[config.mk]
export PLATFORM = sky130hd
export DESIGN_NAME = charge_port_load_detect
export DESIGN_NICKNAME = d
export VERILOG_FILES = /design/src/logic/load_detect_pkg.sv /design/src/logic/charge_port_load_detect.sv
export SDC_FILE = /design/constraint.sdc
export NUM_CORES = 1
export LEC_CHECK = 0
export BUFFER_PORTS_ARGS = -buffer_cell sky130_fd_sc_hd__buf_2
export CAP_MARGIN = 20
export CELL_PAD_IN_SITES_DETAIL_PLACEMENT = 1
export CELL_PAD_IN_SITES_GLOBAL_PLACEMENT = 1
export CORE_MARGIN = 4
export CORE_UTILIZATION = 45
export DETAILED_ROUTE_END_ITERATION = 8
export GPL_TIMING_DRIVEN = 0
export PLACE_DENSITY_LB_ADDON = 0.1
export SKIP_LAST_GASP = 1
export SLEW_MARGIN = 40
export SYNTH_ARGS = -nofsm -noshare
export SYNTH_HDL_FRONTEND = slang
export SYNTH_SLANG_ARGS = --single-unit
[constraint.sdc]
create_clock -name pclk -period 4.3 [get_ports pclk]
set_clock_uncertainty 0.1 [all_clocks]
set_input_delay 0.43 -clock pclk [delete_from_list [all_inputs] [get_ports pclk]]
set_output_delay 0.43 -clock pclk [all_outputs]
set_load 0.01 [all_outputs]
[src/logic/load_detect_pkg.sv]
// Constants, register map and carrier types of the charge port load detector.
// Assumes a 20 MHz APB clock and comparator levels already synchronous to it.
package load_detect_pkg;

  // ==========================================================================
  // Clock and timing
  localparam int unsigned CLK_HZ = 20_000_000;
  localparam int unsigned PW_IDLE_S = 15;
  localparam int unsigned PW_IDLE_CYC = PW_IDLE_S * CLK_HZ;
  localparam int unsigned LD_ASSERT_MS = 200;
  localparam int unsigned LD_ASSERT_CYC = LD_ASSERT_MS * (CLK_HZ / 1000);
  localparam int unsigned LD_RELEASE_S = 3;
  localparam int unsigned LD_RELEASE_CYC = LD_RELEASE_S * CLK_HZ;
  localparam int unsigned DISCH_S = 2;
  localparam int unsigned DISCH_CYC = DISCH_S * CLK_HZ;

  // ==========================================================================
  // Register map
  localparam int unsigned APB_ADDR_W = 12;
  localparam logic [11:0] ADDR_CTRL = 12'h000;
  localparam logic [11:0] ADDR_STATE = 12'h004;
  localparam logic [11:0] ADDR_INT_STAT = 12'h008;
  localparam logic [11:0] ADDR_INT_MASK = 12'h00c;
  localparam int unsigned CTRL_MODE_MSB = 3;
  localparam int unsigned CTRL_EN_BIT = 4;
  localparam logic [4:0] CTRL_RESET = 5'h00;
  localparam int unsigned EV_LOAD_ON = 0;
  localparam int unsigned EV_LOAD_OFF = 1;
  localparam int unsigned EV_AUTOSW = 2;
  localparam int unsigned EV_THERMAL = 3;
  localparam int unsigned EV_W = 4;

  // ==========================================================================
  // Mode codes: {mode_control_pins, limit_select}
  localparam logic [3:0] MODE_PW = 4'h3;
  localparam logic [3:0] MODE_DCP_LD = 4'h7;
  localparam logic [3:0] MODE_STD_ALT = 4'he;
  localparam logic [3:0] MODE_CDP = 4'hf;

  // ==========================================================================
  // Types
  typedef enum logic [2:0] {
    ST_OFF = 3'b000,
    ST_RUN = 3'b001,
    ST_PW_IDLE = 3'b010,
    ST_PW_DISCH = 3'b011,
    ST_AS_DISCH = 3'b100,
    ST_AS_SDP = 3'b101
  } fsm_type;

  typedef enum logic [1:0] {
    LIM_HI = 2'b00,
    LIM_LO = 2'b01,
    LIM_PW = 2'b10
  } lim_type;

  typedef struct packed {
    logic below_pw;
    logic at_pw_limit;
    logic above_lo_60;
    logic below_lo_10;
    logic primary_detect;
    logic misclass;
    logic data_connected;
    logic out_short;
    logic over_temp;
    logic cooled;
  } sense_type;

  typedef struct packed {
    lim_type limit;
    logic switch_en;
    logic discharge;
    logic const_current;
    logic data_connect;
    logic cdp_signature;
    logic load_present_n;
  } port_ctl_type;

  typedef struct packed {
    fsm_type fsm;
    logic [31:0] timer;
    logic [3:0] mode_prev;
    logic load;
    logic thermal_off;
    port_ctl_type port;
    logic [4:0] ctrl;
    logic [EV_W-1:0] int_status;
    logic [EV_W-1:0] int_mask;
    logic irq;
    logic pready;
    logic pslverr;
    logic [31:0] prdata;
  } state_type;

  localparam state_type STATE_RESET = '{
    fsm: ST_OFF,
    port: '{limit: LIM_HI, load_present_n: 1'b1, default: 1'b0},
    ctrl: CTRL_RESET,
    default: '0
  };

endpackage

[src/logic/charge_port_load_detect.sv]
// Load detection, power wake and CDP/SDP auto switch control of a charge port.
// Assumes comparator and detector levels on sense are synchronous to pclk.
`timescale 1ns/1ps

module charge_port_load_detect import load_detect_pkg::*; #(
  parameter int unsigned PW_IDLE_CYCLES = PW_IDLE_CYC,
  parameter int unsigned LD_ASSERT_CYCLES = LD_ASSERT_CYC,
  parameter int unsigned LD_RELEASE_CYCLES = LD_RELEASE_CYC,
  parameter int unsigned DISCH_CYCLES = DISCH_CYC
) (
  // Clock and reset
  input wire logic pclk,
  input wire logic presetn,
  // APB slave
  input wire logic psel,
  input wire logic penable,
  input wire logic pwrite,
  input wire logic [APB_ADDR_W-1:0] paddr,
  input wire logic [31:0] pwdata,
  input wire logic [3:0] pstrb,
  output logic [31:0] prdata,
  output logic pready,
  output logic pslverr,
  // Port sensing
  input wire sense_type sense,
  // Port control
  output port_ctl_type port_ctl,
  // Interrupt
  output logic irq
);

  // ==========================================================================
  // Elaboration checks
  if (PW_IDLE_CYCLES < 1 || LD_ASSERT_CYCLES < 1 || LD_RELEASE_CYCLES < 1 ||
      DISCH_CYCLES < 1) begin : g_bad_count
    $error("duration counts must be at least one cycle");
  end

  // ==========================================================================
  // Decode
  state_type s;
  state_type n;
  logic [3:0] mode;
  logic port_off;
  logic mode_changed;
  logic apb_first;
  logic apb_commit;
  logic addr_ok;
  logic wr_ok;
  logic [31:0] rdata;
  logic [EV_W-1:0] ev;
  logic [EV_W-1:0] clr;
  logic lim_low;

  assign mode = s.ctrl[CTRL_MODE_MSB:0];
  assign port_off = !s.ctrl[CTRL_EN_BIT] || (mode[3:1] == 3'b000);
  assign mode_changed = mode != s.mode_prev;
  assign apb_first = psel && penable && !s.pready;
  assign apb_commit = psel && penable && s.pready && pwrite && pstrb[0] && !s.pslverr;
  assign lim_low = !mode[0] && (mode[3] || !mode[1]);

  always_comb begin
    rdata = 32'h0;
    addr_ok = 1'b1;
    wr_ok = 1'b1;
    case (paddr)
      ADDR_CTRL: rdata = {27'h0, s.ctrl};
      ADDR_STATE: begin
        rdata = {20'h0, s.fsm, s.thermal_off, s.port.cdp_signature, s.port.data_connect,
                 s.port.const_current, s.port.switch_en, s.port.discharge, s.port.limit,
                 s.load};
        wr_ok = 1'b0;
      end
      ADDR_INT_STAT: rdata = {28'h0, s.int_status};
      ADDR_INT_MASK: rdata = {28'h0, s.int_mask};
      default: begin
        addr_ok = 1'b0;
        wr_ok = 1'b0;
      end
    endcase
  end

  // ==========================================================================
  // Next state
  always_comb begin
    n = s;
    ev = '0;
    clr = '0;
    n.mode_prev = mode;

    // Port sequencer
    if (port_off) begin
      n.fsm = ST_OFF;
      n.load = 1'b0;
      n.timer = 32'h0;
    end else if (mode_changed || s.fsm == ST_OFF) begin
      n.fsm = ST_RUN;
      n.timer = 32'h0;
      n.load = (mode == MODE_PW);
    end else begin
      unique case (s.fsm)
        ST_RUN: begin
          if (mode == MODE_PW) begin
            if (!sense.below_pw) begin
              n.timer = 32'h0;
            end else if (s.timer == PW_IDLE_CYCLES - 1) begin
              n.fsm = ST_PW_IDLE;
              n.load = 1'b0;
              n.timer = 32'h0;
            end else begin
              n.timer = s.timer + 32'h1;
            end
          end else if (mode == MODE_DCP_LD || mode == MODE_CDP) begin
            if (mode == MODE_CDP && sense.misclass) begin
              n.fsm = ST_AS_DISCH;
              n.timer = 32'h0;
            end else if (!s.load) begin
              if (mode == MODE_CDP && sense.primary_detect) begin
                n.load = 1'b1;
                n.timer = 32'h0;
              end else if (!sense.above_lo_60) begin
                n.timer = 32'h0;
              end else if (s.timer == LD_ASSERT_CYCLES - 1) begin
                n.load = 1'b1;
                n.timer = 32'h0;
              end else begin
                n.timer = s.timer + 32'h1;
              end
            end else begin
              if (!sense.below_lo_10) begin
                n.timer = 32'h0;
              end else if (s.timer == LD_RELEASE_CYCLES - 1) begin
                n.load = 1'b0;
                n.timer = 32'h0;
              end else begin
                n.timer = s.timer + 32'h1;
              end
            end
          end else begin
            n.load = 1'b0;
            n.timer = 32'h0;
          end
        end
        ST_PW_IDLE: begin
          if (sense.at_pw_limit) begin
            n.fsm = ST_PW_DISCH;
            n.load = 1'b1;
            n.timer = 32'h0;
          end
        end
        ST_PW_DISCH, ST_AS_DISCH: begin
          if (s.timer == DISCH_CYCLES - 1) begin
            n.fsm = (s.fsm == ST_PW_DISCH) ? ST_RUN : ST_AS_SDP;
            n.timer = 32'h0;
          end else begin
            n.timer = s.timer + 32'h1;
          end
        end
        ST_AS_SDP: begin
          if (sense.data_connected) begin
            n.fsm = ST_RUN;
            ev[EV_AUTOSW] = 1'b1;
          end
        end
        default: n.fsm = ST_OFF;
      endcase
    end

    if (sense.over_temp && !s.thermal_off) begin
      n.thermal_off = 1'b1;
      ev[EV_THERMAL] = 1'b1;
    end else if (s.thermal_off && sense.cooled && !sense.over_temp) begin
      n.thermal_off = 1'b0;
    end

    // Port pins
    n.port.discharge = (n.fsm == ST_OFF) || (n.fsm == ST_PW_DISCH) || (n.fsm == ST_AS_DISCH);
    n.port.switch_en = !n.port.discharge && !n.thermal_off;
    n.port.const_current = n.port.switch_en && sense.out_short;
    if (n.fsm == ST_PW_IDLE) begin
      n.port.limit = LIM_PW;
    end else if (lim_low && n.fsm == ST_RUN) begin
      n.port.limit = LIM_LO;
    end else begin
      // trip point is not a limit
      n.port.limit = LIM_HI;
    end
    n.port.data_connect = mode[2] && (mode[3] || !mode[1]) && !port_off;
    n.port.cdp_signature = (mode == MODE_CDP) && (n.fsm == ST_RUN);
    n.port.load_present_n = !n.load;

    ev[EV_LOAD_ON] = n.load && !s.load;
    ev[EV_LOAD_OFF] = !n.load && s.load;

    // APB answer one cycle into the access phase
    n.pready = apb_first;
    n.pslverr = apb_first && (!addr_ok || (pwrite && !wr_ok));
    if (apb_first) begin
      n.prdata = (pwrite || !addr_ok) ? 32'h0 : rdata;
    end
    if (apb_commit && paddr == ADDR_CTRL) begin
      n.ctrl = pwdata[4:0];
    end
    if (apb_commit && paddr == ADDR_INT_MASK) begin
      n.int_mask = pwdata[EV_W-1:0];
    end
    if (apb_commit && paddr == ADDR_INT_STAT) begin
      clr = pwdata[EV_W-1:0];
    end
    // New event wins over clear
    n.int_status = (s.int_status & ~clr) | ev;
    n.irq = |(n.int_status & n.int_mask);
  end

  // ==========================================================================
  // State register
  always_ff @(posedge pclk or negedge presetn) begin
    if (!presetn) begin
      s <= STATE_RESET;
    end else begin
      s <= n;
    end
  end

  assign prdata = s.prdata;
  assign pready = s.pready;
  assign pslverr = s.pslverr;
  assign port_ctl = s.port;
  assign irq = s.irq;
endmodule // charge_port_load_detect

# ---- After elaboration in Yosys (flattened, before gate mapping)
# Cells that the tools add are included.
dict set report op_classes {
  shift 0
  n_mux 54
  n_reduce_logical 57
  div 0
  eq_ne 21
  magnitude_cmp 0
  bitwise 4
  n_addsub 1
  multipliers 0
}
# cell n
set op_table {}
lappend op_table {{two-way mux 32 bit} 12}
lappend op_table {{two-way mux 35 bit} 4}
lappend op_table {{one-hot mux 32 bit (3 select lines)} 1}
lappend op_table {{== test 32 x 26 -> 1 bit, second input constant} 2}
lappend op_table {{one-hot mux 12 bit (4 select lines)} 1}
lappend op_table {{adder 32 x 1 -> 32 bit, second input constant} 1}
lappend op_table {{== test 32 x 22 -> 1 bit, second input constant} 1}
lappend op_table {{== test 32 x 29 -> 1 bit, second input constant} 1}
lappend op_table {{logical AND 1 bit} 25}
lappend op_table {{== test 12 x 4 -> 1 bit, second input constant} 2}
lappend op_table {{two-way mux 1 bit} 24}
lappend op_table {{two-way mux 3 bit} 7}
lappend op_table {{logical NOT 1 bit} 14}
lappend op_table {{== test 12 x 3 -> 1 bit, second input constant} 1}
lappend op_table {{== test 3 x 2 -> 1 bit, second input constant} 4}
lappend op_table {{logical NOT 12 bit} 1}
lappend op_table {{one-hot mux 3 bit (4 select lines)} 1}
lappend op_table {{== test 3 bit, second input constant} 3}
lappend op_table {{logical NOT 3 bit} 3}
lappend op_table {{AND 4 bit} 2}
lappend op_table {{logical OR 1 bit} 8}
lappend op_table {{two-way mux 4 bit} 2}
lappend op_table {{OR reduction 4 bit} 2}
lappend op_table {{== test 3 x 1 -> 1 bit, second input constant} 2}
lappend op_table {{other kinds (13)} 13}
dict set report totals {
  latch_bits 0
  ff_bits 97
  output_inout_bits 43
  rom_bits 0
  mem_bits_rw 0
  word_cells 156
  input_bits 63
  mem_count 0
}

# ---- Depth between registers and ports, before layout
dict set report depth {
  word_depth 17
  ltp_mapped 10
  ltp_nobuf 8
}

# ---- Worst setup path after synthesis
# No wires, ideal clock.
dict set report synth_path {
  path_kind {input to register}
  start {in paddr[3]}
  end {reg s, in the netlist irq}
  n_path_buf 1
  setup_ns 0.126
  setup_slack_ns 1.726
  required_ns 4.074
  arrival_time_ns 2.348
  path_stages 7
  cell_sequence {clkbuf_1 > nand4_1 > nor3_1 > mux2_2 > a2bb2oi_1 > o221ai_1 > a311o_1}
}
# element line
set synth_lines {}
lappend synth_lines {{start, declared} charge_port_load_detect.sv:18} ;# input wire logic [APB_ADDR_W-1:0] paddr,
lappend synth_lines {{end signal, assigned} charge_port_load_detect.sv:221} ;# s <= n;
lappend synth_lines {{end, declared} charge_port_load_detect.sv:41} ;# state_type s;

# ---- Worst setup path in the final report
dict set report layout_path {
  start {reg s[62] (netlist name)}
  end {reg s[76] (netlist name)}
}
dict set report layout_via {
  elab_chain_len 11
  word_cells_on_any_way 20
  cone_classes {1 x add/sub; 4 x eq/ne; 15 x mux}
}
# element line
set layout_lines {}
lappend layout_lines {{adder 32 x 1 -> 32 bit / == test 32 x 22 -> 1 bit (equally long branches)} --}
lappend layout_lines {{two-way mux 32 bit} charge_port_load_detect.sv:123} ;# end else if (s.timer == LD_ASSERT_CYCLES - 1) begin
lappend layout_lines {{two-way mux 32 bit} charge_port_load_detect.sv:121} ;# end else if (!sense.above_lo_60) begin
lappend layout_lines {{two-way mux 32 bit} charge_port_load_detect.sv:118} ;# if (mode == MODE_CDP && sense.primary_detect) begin
lappend layout_lines {{two-way mux 32 bit} charge_port_load_detect.sv:117} ;# end else if (!s.load) begin
lappend layout_lines {{two-way mux 32 bit} charge_port_load_detect.sv:114} ;# if (mode == MODE_CDP && sense.misclass) begin
lappend layout_lines {{two-way mux 32 bit} charge_port_load_detect.sv:113} ;# end else if (mode == MODE_DCP_LD || mode == MODE_CDP) begin
lappend layout_lines {{two-way mux 35 bit} charge_port_load_detect.sv:103} ;# if (mode == MODE_PW) begin
lappend layout_lines {{one-hot mux 32 bit (3 select lines) *} charge_port_load_detect.sv:101} ;# unique case (s.fsm)
lappend layout_lines {{two-way mux 35 bit *} charge_port_load_detect.sv:96} ;# end else if (mode_changed || s.fsm == ST_OFF) begin
lappend layout_lines {{two-way mux 35 bit *} charge_port_load_detect.sv:92} ;# if (port_off) begin
# Every way passes the cells marked *; elsewhere a longest branch is shown, timed or not.
# A chain may end at the register's enable or synchronous reset.

==> flow_summary.ini <==
[run_status]
status = completed

[worst_setup_path]
slowest_stage = nor4_1
rr_startpoint = s[62]
worst_path_dominant_cell_family = simple AND/OR/NAND/NOR gates
worstSetupPathType = flip-flop to flip-flop
cp_slowest_stage_delay_ps = 520
reg2reg_to = s[76]
crit_arrival_ps = 3150
setup.worst_path.end_class = flip-flop
critical_path.max_fanout = 10
regToRegSetupSlack_ps = 1290
timing.reg2reg.worst_path_depth = 10
cp_num_buf_inv = 2
category_of_the_worst_setup_path_launch_point = flip-flop
worstPathCellList = ha_1, and3_1, buf_2, nand3_2, nor4_1, nor2_1, o21ai_4, buf_4, o21ai_1, a22o_1
critical_path_required_ps = 4440

[hold_path]
hold_path_end = s[47]
timing.hold.worst_path_depth = 2
hold_path_class = input pin to flip-flop
hp-start = pwdata[4]

[sta]
period_needed_ps = 3010
worst_slew_margin_rel_pct = 50.75
rsz0062_at_grt = false
final.setup.tns_ps = 0
endpoints_failing_hold = 0
postLayoutSetupSlackWorst_ps = 1290
post-route-period-util_pct = 70.01
max_freq_ghz = 0.3322
finalSetupViolCount = 0
worst_slew_pin_slew_ps = 733.2
slew_viol_final = 0

[clocking]
clock_insertion_delay_worst_skew_ps = 350
cts_buffers = 9
h-tree-depth = 3
cts_tree = done
cts.repair_timing.setup_buffer_count = 0
ctsRootBufferMaster = clkbuf_8
clock_tree.buffer_depth = 2
cts_num_sinks = 77
cts.reportedPaths.clkPinSlew_ps = 80

[route]
residual_antenna_violating_net_count_after_detailed_routing = 0
route.detailed.drc = 0
detail_route.wl_per_cell_microns = 17.69
detail_routed_via_count_per_cell = 5.552
via_count = 3853
routed_wirelength_microns = 12280
initialDrtViolationCount = 214
detail_route.first_pass.iterations = 4

[placed_design]
port_buffers = 53
dpl_cell_area_sq_um = 5131
place_ws_ps = 1233
post-dp-hpwl_microns = 9287
dp.cells = 679
routabilityCongestion = 0.8753

[logic_synthesis]
yosys.area.top_type_share_pct = 41.39
netlist_area_sq_um = 4594
synth-edff-count = 0
netlist_top_cells_count = dfrtp_1 (76), buf_4 (41), nand2_1 (39)
async_flop_share_pct = 100.0
yosys.area.top_type = dfrtp_1
synthMostInstantiatedCell = dfrtp_1
ys_seq_area_share_pct = 41.97
synth_flop_cell = dfrtp_1
syn_inst = 473
synthTopCellsByArea = dfrtp_1 (41%), buf_4 (6.7%), nand2_1 (3.2%)
synth_area_per_cell_sq_um = 9.713
yosys_warnings = 0
distinct_cell_type_count_after_synthesis = 75
ys_ff_latch = 77

[power]
powerDensity_nw_per_um2 = 259.5
lkg_pwr_nw = 2.571
ir_drop_worst_vdd_mv = 0.1277

[final_layout]
layout-drive-gt1-share_pct = 28.52
n_antenna_cell = 0
n_fill_cell = 1164
area_growth_pct = 16.39
post-route-util_pct = 54.21
finish.instance_area_sq_um = 5348
layout.cells.non_filler = 694
finalNetCount = 622

[grt]
grt_pass1_vias = 3900
grt-ovfl-total = 0
global_route.usage.total_pct = 21.60
grt_max_degree = 54
antenna_found_initial = 0
global_route_wire_length_before_repair_microns = 20020

[floorplanning]
coreArea_sq_um = 9864
io_pins = 106
chip_width_microns = 109.0
dieHeight_microns = 109.0
initial_utilization_pct = 46.58
std_cell_rows = 36
fp.dieArea_sq_um = 11890

[run]
max-cap-violations = 0
[what timing repair did]
| item | CTS | global route |
|---|---|---|
| gates resized for setup | 0 | 0 |
| endpoints found under the hold margin | 24 | 0 |
| hold buffers | 1 | 0 |
[where the power goes]
group	leakage (nW)	switching, mW	total, mW	internal [mW]
combinational	1.42	0.0437	0.0759	0.0322
clock	0.101	0.267	0.585	0.318
sequential	1.05	0.00109	0.726	0.725
[logic make-up (layout without fill, tap and decap cells)]
logic type / count (synthesis) / count (layout) / share of synthesized area, %
DFF: 77 / 77 / 41.97
and+or+nand+nor: 184 / 184 / 23.72
AOI/OAI and AO/OA: 95 / 95 / 15.99
muxes: 15 / 15 / 4.521
buffers and inverters: 85 / 154 / 10.59
xor gates and xnor gates: 15 / 15 / 2.860
adders and majority gates: 1 / 1 / 0.2723
other: 1 / 20 / 0.08162
[worst max-delay path by stage]
stage,from,endpoint,cells after the start
after global routing,s[62],s[91],9
after detailed placement,paddr[3],irq,7
after CTS,s[62],s[76],10
final,s[62],s[76],10
after global placement,paddr[3],irq,7
after floorplan,paddr[3],irq,7
[routing by layer]
metal / routed length [microns] / vias up / track usage [%]
li1: - / 1812 / -
met1: 5872 / 1928 / 31.40
met2: 5514 / 99 / 33.11
met3: 723 / 14 / 3.434
met4: 170 / 0 / 6.583
met5: 0 / - / 0
[area by class of cell]
type | count | area (sq um) | area share (%)
clock inverters | 5 | 77.57 | 1.451
multi-input cells | 330 | 2256 | 42.19
inverters | 19 | 71.32 | 1.334
plain buffers | 66 | 415.4 | 7.768
flip-flops and latches | 77 | 1928 | 36.06
clock buffers | 9 | 123.9 | 2.316
well taps | 133 | 166.4 | 3.112
repair buffers | 55 | 309.0 | 5.779
[layout by cell type (no fill, tap or decap), types with 3 or more instances in the layout]
cell type	instances
dfrtp_1	76
buf_2	63
buf_4	41
nand2_1	39
nor2_1	27
nor3_1	22
conb_1	20
inv_1	19
o21ai_0	18
a22o_1	14
clkbuf_1	13
xnor2_1	13
and3_1	12
nand3_1	12
nand4_1	11
a21o_1	10
nor4_1	9
o21ai_1	9
clkbuf_8	9
nor2b_1	8
a21oi_1	8
mux2_2	6
nor4_2	5
mux2i_1	5
o31ai_1	4
or4_1	4
or3_1	4
nor3b_1	4
mux4_2	4
nor3_2	3
a21boi_0	3
[registers in the layout, indices dropped and copies added, names as in the netlist]
| signal | count |
|---|---|
| port_ctl | 8 |
| irq | 1 |
| s | 50 |
| pslverr | 1 |
| prdata | 12 |
| pready | 1 |
| mode | 4 |
[through the flow]
step / hold slack [ps] / power, mW
after global placement: 342.8 / 0.8106
after CTS: 204.8 / 1.408
after global routing: 208.7 / 1.446
after detailed placement: 216.1 / 0.8157
final: 221.0 / 1.387
after floorplan: 34.41 / 0.7749
[worst reg2reg max path, cell delays in order (launching register included)]
cell     delay (ps)
dfrtp_1         400
ha_1            190
and3_1          150
buf_2           180
nand3_2         180
nor4_1          530
nor2_1          210
o21ai_4         370
buf_4           260
o21ai_1          90
a22o_1          250
Power figures use the tool's default switching activity.
